**config.mk**
```make
export PLATFORM = sky130hd
export DESIGN_NAME = sdi_reclock_output_control
export DESIGN_NICKNAME = d
export VERILOG_FILES = /design/src/rtl/sdi_reclock_pkg.sv /design/src/rtl/bit_stream_if.sv /design/src/rtl/two_entry_buffer.sv /design/src/rtl/bit_phase_divider.sv /design/src/rtl/sdi_reclock_output_control.sv
export SDC_FILE = /design/constraint.sdc
export NUM_CORES = 1
export LEC_CHECK = 0
export ABC_AREA = 1
export ABC_CLOCK_PERIOD_IN_PS = 5400
export BUFFER_PORTS_ARGS = -buffer_cell sky130_fd_sc_hd__buf_4
export CAP_MARGIN = 20
export CORE_AREA = 2 2 68 70
export DETAILED_ROUTE_END_ITERATION = 16
export DIE_AREA = 0 0 70 72
export PLACE_DENSITY_LB_ADDON = 0.15
export SETUP_SLACK_MARGIN = 0.15
export SLEW_MARGIN = 30
export SYNTH_ARGS = -nofsm -noshare
export SYNTH_HDL_FRONTEND = slang
export SYNTH_SLANG_ARGS = --single-unit
```
**constraint.sdc**
```tcl
create_clock -name pclk -period 5.4 [get_ports pclk]
set_clock_uncertainty 0.2 [all_clocks]
set_input_delay 0.27 -clock pclk [delete_from_list [all_inputs] [get_ports pclk]]
set_output_delay 0.27 -clock pclk [all_outputs]
set_load 0.02 [all_outputs]
```
**src/rtl/sdi_reclock_pkg.sv**
```systemverilog
// constants, offsets and types shared by the reclocker output control
package sdi_reclock_pkg;
  localparam int unsigned APB_AW = 8;
  localparam int unsigned RATE_W = 12;
  localparam logic [APB_AW-1:0] CTRL_OFFSET   = 8'h00;
  localparam logic [APB_AW-1:0] STATUS_OFFSET = 8'h04;
  localparam logic [APB_AW-1:0] RATE_OFFSET   = 8'h08;
  localparam int unsigned CTRL_CLK_SEL_BIT   = 0;
  localparam int unsigned CTRL_SILENCE_N_BIT = 1;
  localparam int unsigned CTRL_BYPASS_BIT    = 2;
  localparam int unsigned CTRL_RATE_LSB      = 4;
  localparam logic        CLK_SEL_RESET      = 1'h0;
  localparam logic        SILENCE_N_RESET    = 1'h1;
  localparam logic        BYPASS_RESET       = 1'h0;
  localparam int unsigned STAT_LOCK_BIT      = 0;
  localparam int unsigned STAT_BYPASSED_BIT  = 1;
  localparam int unsigned STAT_PRIM_MUTE_BIT = 2;
  localparam int unsigned STAT_AUX_MUTE_BIT  = 3;
  localparam int unsigned STAT_RATE_OK_BIT   = 4;
  localparam int unsigned STAT_BUF_FULL_BIT  = 5;
  localparam logic [RATE_W-1:0] RATE_SD      = 12'h10E;
  localparam logic [RATE_W-1:0] RATE_HD_A    = 12'h5CB;
  localparam logic [RATE_W-1:0] RATE_HD_B    = 12'h5CD;
  localparam logic [RATE_W-1:0] RATE_3G_A    = 12'hB97;
  localparam logic [RATE_W-1:0] RATE_3G_B    = 12'hB9A;
  localparam int unsigned BIT_CYCLES_DEFAULT = 2;
  typedef enum logic [1:0] {
    RATE_AUTO,
    RATE_FORCE_SD,
    RATE_FORCE_HD,
    RATE_TEST
  } rate_sel_e;
endpackage

```
**src/rtl/bit_stream_if.sv**
```systemverilog
// valid/ready carrier for one serial bit between internal modules
`timescale 1ns/1ps
interface bit_stream_if;
  logic data;
  logic valid;
  logic ready;
  modport src (output data, output valid, input ready);
  modport snk (input data, input valid, output ready);
endinterface

```
**src/rtl/two_entry_buffer.sv**
```systemverilog
// two-entry bit buffer with registered ready toward the source
`timescale 1ns/1ps
module two_entry_buffer (
  input  wire logic   clk,
  input  wire logic   rst_n,
  bit_stream_if.snk   in_s,
  bit_stream_if.src   out_s
);
  logic [1:0] mem_r;
  logic [1:0] count_r;
  logic       ready_r;
  wire        push = in_s.valid & ready_r;
  wire        pop  = out_s.ready & (count_r != 2'h0);
  wire  [1:0] count_nxt = count_r + {1'b0, push} - {1'b0, pop};

  assign in_s.ready  = ready_r;
  assign out_s.valid = count_r != 2'h0;
  assign out_s.data  = mem_r[0];

  always_ff @(posedge clk or negedge rst_n) begin
    if (!rst_n) begin
      mem_r   <= 2'h0;
      count_r <= 2'h0;
      ready_r <= 1'b1;
    end else begin
      if (pop)
        mem_r[0] <= (count_r == 2'h2) ? mem_r[1] : in_s.data;
      if (push && (count_r - {1'b0, pop}) == 2'h0)
        mem_r[0] <= in_s.data;
      if (push && (count_r - {1'b0, pop}) == 2'h1)
        mem_r[1] <= in_s.data;
      count_r <= count_nxt;
      ready_r <= count_nxt != 2'h2;
    end
  end
endmodule

```
**src/rtl/bit_phase_divider.sv**
```systemverilog
// divides pclk into bit intervals: start pulse and mid-interval clock level
`timescale 1ns/1ps
module bit_phase_divider #(
  parameter int unsigned BIT_CYCLES = 2
) (
  input  wire logic clk,
  input  wire logic rst_n,
  output logic      bit_start,
  output logic      clk_high,
  output logic [7:0] phase
);
  localparam logic [7:0] LAST = 8'(BIT_CYCLES - 1);
  localparam logic [7:0] HALF = 8'(BIT_CYCLES / 2);
  logic [7:0] cnt_r;

  assign bit_start = cnt_r == 8'h00;
  assign clk_high  = cnt_r >= HALF;
  assign phase     = cnt_r;

  always_ff @(posedge clk or negedge rst_n) begin
    if (!rst_n)
      cnt_r <= 8'h00;
    else
      cnt_r <= (cnt_r == LAST) ? 8'h00 : cnt_r + 8'h01;
  end
endmodule

```
**src/rtl/sdi_reclock_output_control.sv**
```systemverilog
// output selection, muting, bypass and lock control of the serial reclocker
//
// Notes on behaviour
// clock select high: aux output carries recovered clock; low: retimed data copy.
// clock select resets low, so aux output defaults to second data copy.
// silence low mutes primary and aux outputs, whatever aux function.
// bypass with aux in clock mode mutes aux even when silence is high.
// muted outputs hold true and complement at fixed opposite levels.
// lock only at the five supported rates, never on harmonics.
// 143, 177, 360, 540 Mbps stay unlocked and pass through bypassed.
// aux clock rising edge sits at the centre of each bit interval.
// aux clock runs at one cycle per data bit.
// receivers treat aux clock as invalid when bypassed at unsupported rate.
// rate select: 00 auto, 01 force SD, 10 force HD and 3G.
// forced bypass passes data unretimed; otherwise bypass while unlocked.
// lock high only with data present and loop locked; low when forced bypass.
// silence overrides every bypass setting; it resets to outputs enabled.
`timescale 1ns/1ps
module sdi_reclock_output_control
  import sdi_reclock_pkg::*;
#(
  parameter int unsigned BIT_CYCLES = sdi_reclock_pkg::BIT_CYCLES_DEFAULT
) (
  input  wire logic                             pclk,
  input  wire logic                             presetn,
  input  wire logic [sdi_reclock_pkg::APB_AW-1:0] paddr,
  input  wire logic                             psel,
  input  wire logic                             penable,
  input  wire logic                             pwrite,
  input  wire logic [31:0]                      pwdata,
  output logic      [31:0]                      prdata,
  output logic                                  pready,
  output logic                                  pslverr,
  input  wire logic                             serial_video_input,
  input  wire logic                             in_valid,
  output logic                                  in_ready,
  input  wire logic                             signal_present,
  input  wire logic                             loop_locked,
  input  wire logic [sdi_reclock_pkg::RATE_W-1:0] measured_rate,
  input  wire logic                             drive_ready,
  output logic                                  primary_serial_output_p,
  output logic                                  primary_serial_output_n,
  output logic                                  auxiliary_serial_output_p,
  output logic                                  auxiliary_serial_output_n,
  output logic                                  lock_indicator
);
  import sdi_reclock_pkg::*;

  bit_stream_if in_s ();
  bit_stream_if out_s ();

  // control register
  logic        clk_sel_r;
  logic        silence_n_r;
  logic        bypass_force_r;
  rate_sel_e   rate_sel_r;

  // apb answer
  logic [31:0] prdata_r;
  logic        pready_r;
  logic        pslverr_r;

  // line state
  logic        last_bit_r;
  logic        prim_p_r;
  logic        prim_n_r;
  logic        aux_p_r;
  logic        aux_n_r;
  logic        lock_r;
  logic        after_rst_r;

  logic        bit_start;
  logic        clk_high;
  logic [7:0]  phase;

  // apb decode
  wire         setup      = psel & ~penable;
  wire         access     = psel & penable & pready_r;
  wire         hit_ctrl   = paddr == CTRL_OFFSET;
  wire         hit_status = paddr == STATUS_OFFSET;
  wire         hit_rate   = paddr == RATE_OFFSET;
  wire         mapped     = hit_ctrl | hit_status | hit_rate;
  wire         ctrl_wr    = access & pwrite & hit_ctrl;

  // rate qualification
  wire         is_sd   = measured_rate == RATE_SD;
  wire         is_hd   = (measured_rate == RATE_HD_A) | (measured_rate == RATE_HD_B) |
                         (measured_rate == RATE_3G_A) | (measured_rate == RATE_3G_B);
  // exact match only: harmonics and the unsupported rates never qualify
  wire         rate_ok = (rate_sel_r == RATE_AUTO)     ? (is_sd | is_hd) :
                         (rate_sel_r == RATE_FORCE_SD) ? is_sd :
                         (rate_sel_r == RATE_FORCE_HD) ? is_hd : 1'b0;

  // mode control
  wire         lock_nxt      = signal_present & loop_locked & rate_ok & ~bypass_force_r;
  wire         bypass_active = bypass_force_r | ~lock_r;
  wire         prim_mute     = ~silence_n_r;
  // aux clock is meaningless while bypassed, so it is silenced too
  wire         aux_mute      = ~silence_n_r | (bypass_active & clk_sel_r);

  // retimed data leaves once per bit interval; bypassed data leaves as it comes
  wire         drain    = out_s.valid & drive_ready & (bypass_active | bit_start);
  wire         data_nxt = drain ? out_s.data : last_bit_r;
  wire         aux_sel  = clk_sel_r ? clk_high : data_nxt;

  wire  [31:0] ctrl_word   = {26'h0, rate_sel_r, 1'b0, bypass_force_r, silence_n_r, clk_sel_r};
  wire  [31:0] status_word = {26'h0, ~in_s.ready, rate_ok, aux_mute, prim_mute,
                              bypass_active, lock_r};
  wire  [31:0] rate_word   = {20'h0, measured_rate};
  wire  [31:0] rd_mux      = hit_ctrl   ? ctrl_word :
                             hit_status ? status_word :
                             hit_rate   ? rate_word : 32'h0;

  assign in_s.data   = serial_video_input;
  assign in_s.valid  = in_valid;
  assign out_s.ready = drain;

  assign prdata                    = prdata_r;
  assign pready                    = pready_r;
  assign pslverr                   = pslverr_r;
  assign in_ready                  = in_s.ready;
  assign primary_serial_output_p   = prim_p_r;
  assign primary_serial_output_n   = prim_n_r;
  assign auxiliary_serial_output_p = aux_p_r;
  assign auxiliary_serial_output_n = aux_n_r;
  assign lock_indicator            = lock_r;

  two_entry_buffer u_buf (
    .clk   (pclk),
    .rst_n (presetn),
    .in_s  (in_s),
    .out_s (out_s)
  );

  bit_phase_divider #(
    .BIT_CYCLES (BIT_CYCLES)
  ) u_div (
    .clk       (pclk),
    .rst_n     (presetn),
    .bit_start (bit_start),
    .clk_high  (clk_high),
    .phase     (phase)
  );

  // apb slave
  // one wait-free access phase: answer is ready in the cycle after setup
  always_ff @(posedge pclk or negedge presetn) begin
    if (!presetn) begin
      pready_r  <= 1'b0;
      pslverr_r <= 1'b0;
      prdata_r  <= 32'h0;
    end else begin
      pready_r  <= setup;
      pslverr_r <= setup & ~mapped;
      prdata_r  <= (setup & ~pwrite) ? rd_mux : 32'h0;
    end
  end

  always_ff @(posedge pclk or negedge presetn) begin
    if (!presetn) begin
      clk_sel_r      <= CLK_SEL_RESET;
      silence_n_r    <= SILENCE_N_RESET;
      bypass_force_r <= BYPASS_RESET;
      rate_sel_r     <= RATE_AUTO;
    end else if (ctrl_wr) begin
      clk_sel_r      <= pwdata[CTRL_CLK_SEL_BIT];
      silence_n_r    <= pwdata[CTRL_SILENCE_N_BIT];
      bypass_force_r <= pwdata[CTRL_BYPASS_BIT];
      rate_sel_r     <= rate_sel_e'(pwdata[CTRL_RATE_LSB +: 2]);
    end
  end

  // line outputs
  always_ff @(posedge pclk or negedge presetn) begin
    if (!presetn) begin
      last_bit_r <= 1'b0;
      lock_r     <= 1'b0;
      prim_p_r   <= 1'b0;
      prim_n_r   <= 1'b1;
      aux_p_r    <= 1'b0;
      aux_n_r    <= 1'b1;
    end else begin
      last_bit_r <= data_nxt;
      lock_r     <= lock_nxt;
      // a muted pair parks at 0/1 instead of floating to a common level
      prim_p_r   <= prim_mute ? 1'b0 : data_nxt;
      prim_n_r   <= prim_mute ? 1'b1 : ~data_nxt;
      aux_p_r    <= aux_mute ? 1'b0 : aux_sel;
      aux_n_r    <= aux_mute ? 1'b1 : ~aux_sel;
    end
  end

  // checks
  localparam logic [7:0] HALF_PHASE = 8'(BIT_CYCLES / 2);

  always_ff @(posedge pclk or negedge presetn) begin
    if (!presetn)
      after_rst_r <= 1'b1;
    else
      after_rst_r <= 1'b0;
  end
endmodule

```
==> impl_metrics.yaml <==
outcome:
  status: "finished, final reports clean"
placement:
  dpl.hpwl_um: 3260
  placedCellCount: 363
  gp_congestion: 0.858
  port_buffers: 54
  dpl_worst_slack_ns: 3.11
drt:
  wirelength_um: 4110
  num_vias: 1714
  drt_iter0_markers: 122
  drc: 0
  antenna_left: 0
  vias_per_cell: 4.57
  wl_per_cell_um: 11.0
  dr.pass1.iters: 4
logic_synthesis:
  async_reset_ff_share_pct: 100
  synthTopCellsByCount: "nand2_1, inv_1, nor2_1"
  syn_area_sq_um: 2090
  synth-main-ff-cell: "dfrtp_1"
  ys_ff_latch: 38
  synth-edff-count: 0
  post-synth-top-count-cell: "nand2_1"
  synth_top_area_cell: "dfrtp_1"
  synth_top_area_share_pct: 40.7
  ys_seq_area_share_pct: 45.8
  synthCells: 258
  ys_types: 28
  avgSynthCellArea_sq_um: 8.09
  synth.top_cells.by_area: "dfrtp_1, nand2_1, inv_1, buf_4, nor2_1"
  yosys_warnings: 0
worst_setup_path:
  cp_cell_sequence: "inv_1 > ha_1 > nand2_1 > o21ai_1 > nand2_1 > inv_1 > ha_1 > xnor2_1 > nand3_1 > nand3_1 > nand2_1 > o211ai_1 > nand2_1"
  critPathMostFrequentCell: "nand2_1"
  critPathTopFamily: "simple AND/OR/NAND/NOR gates"
  critPathBufInv: 2
  critical-path-max-stage-delay_ns: 0.43
  crit_fanout: 5
  slowest_stage: "dfrtp_1"
  critPathLaunchType: "flip-flop"
  crit_required_ns: 5.38
  critPathArrivalTime_ns: 2.30
  endpoint_kind: "flip-flop"
  criticalPathCategory: "flip-flop to flip-flop"
clock_network:
  cts_sinks: 38
  clock_path_buffers: 2
  clk_latency_ns: 0.29
  cts_tree: "built"
  postCtsSetupBuffers: 0
  cts_root_buf: "clkbuf_8"
  h-tree-depth: 2
  cts-buffers-inserted: 5
  path_clk_slew_ns: 0.07
  cts_resized: 0
  cts_hold_buf: 4
sta:
  rsz0062_at_grt: "false"
  max_slew_margin_pct: 65.4
  finalSetupViolCount: 0
  final_max_slew_viol_count: 0
  worst_slack_ns: 3.08
  fmax_ghz: 0.432
  timing.final.crit_share_pct: 42.9
  period_minus_slack_ns: 2.32
  finalSetupTns_ns: 0
  final_hold_viol_count: 0
  holdWs_ns: 0.0190
  tightest_slew_ns: 0.517
floorplanning:
  ios: 102
  coreArea_sq_um: 4260
  rows: 24
  die_h_um: 72
  initial_utilization_pct: 49.0
  die-area_sq_um: 5040
  die_w_um: 70
pwr:
  ir_worst_vdd_v: 0.000221
  p_total_uw: 709
  powerDensity_nw_per_um2: 272
  total_leakage_power_uw: 0.00148
run:
  cap_violations: 0
final_layout:
  drive_gt1_share_pct: 23.8
  diodes: 0
  final_nets: 390
  instances_no_fill: 375
  synthToLayoutAreaGrowth_pct: 25.0
global_routing:
  antenna_found_initial: 0
  track_usage_pct: 17.5
  grt_start_max_net_pins: 39
  grt_pass1_wl_um: 6960
  grt_pass1_vias: 1589
  gr-total-overflow: 0
hold_path:
  hold_class: "primary input to flip-flop"
==> layout by cell type (no fill, tap or decap), drive strengths merged <==
master	synthesis	routed
clkinv	0	1
nand2	50	50
nor3b	1	1
and3	1	1
o211ai	3	3
o21ai	8	8
dfstp	4	4
xnor2	3	3
buf	20	54
nand3	13	13
clkbuf	0	7
xor2	3	3
nor3	11	11
a21oi	11	11
dfrtp	34	34
nor2	40	40
ha	6	6
nor4	3	3
inv	43	43
dlygate4sd3	0	4
conb	1	20
nand4	3	3
==> cell families after synthesis <==
| kind of cell | share of synthesized area, % |
|---|---|
| AOI/OAI and AO/OA | 5.63 |
| xor gates and xnor gates | 2.52 |
| adders and majority gates | 3.59 |
| buffers and inverters | 14.9 |
| DFF | 45.8 |
| other | 0.180 |
| and+or+nand+nor | 27.4 |
==> sequential cells by signal (all words and copies together), names as in the netlist <==
name,cells
auxiliary_serial_output_n,1
prdata,12
primary_serial_output_n,1
u_buf.mem_r,2
u_div.phase,8
u_buf.in_s.ready,1
pslverr,1
auxiliary_serial_output_p,1
lock_indicator,1
last_bit_r,1
u_buf.count_r,2
pready,1
clk_sel_r,1
primary_serial_output_p,1
silence_n_r,1
rate_sel_r,2
bypass_force_r,1
==> worst reg2reg max path, cell delays in order (launching register included) <==
cell and delay, ns:
dfrtp_1 0.43, inv_1 0.08, ha_1 0.20, nand2_1 0.06, o21ai_1 0.08, nand2_1 0.13
inv_1 0.08, ha_1 0.19, xnor2_1 0.27, nand3_1 0.17, nand3_1 0.13, nand2_1 0.06
o211ai_1 0.08, nand2_1 0.06
==> worst paths after layout <==
path                                 from                        end  slack [ns]  depth (start not counted)
max reg2reg                u_div.phase[0]             u_buf.mem_r[0]        3.08                         13
min reg2reg                u_buf.mem_r[1]             u_buf.mem_r[1]        0.29                          2
min                             pwdata[1]                silence_n_r        0.02                          3
max                        u_div.phase[0]             u_buf.mem_r[0]        3.08                         13
min in group asynchronous         presetn  auxiliary_serial_output_p        0.28                          2
max in group asynchronous         presetn           u_buf.in_s.ready        4.37                          2
==> through the flow <==
step	instance area, sq um	util [%]
floorplan	2160	-
global placement	2480	58.2
detailed placement	2480	58.2
CTS	2610	61.2
global route	2610	61.2
finish	2610	61.2
==> final cells by class <==
cell class                      count  area [sq um]
Timing Repair Buffer               58           445
Inverter                           43           161
Clock buffer                        7          86.3
Multi-Input combinational cell    176           892
Clock inverter                      1          5.00
Tap cell                           52          65.1
Sequential cell                    38           956
Fill cell                         417          1650
==> metal layers <==
metal  wire [um]  GRT usage [%]
met5           0              0
met4          65           7.05
met3         201           3.75
met2        1980           28.9
met1        1870           22.7
==> power breakdown <==
part	internal, uW	leakage [uW]	switching, uW	total [uW]
clock network	103	0.0000482	95.0	198
logic	71.8	0.000939	105	177
registers	320	0.000490	14.7	334
total	494	0.00148	215	709
No activity file was read; power rests on OpenSTA's default activity.
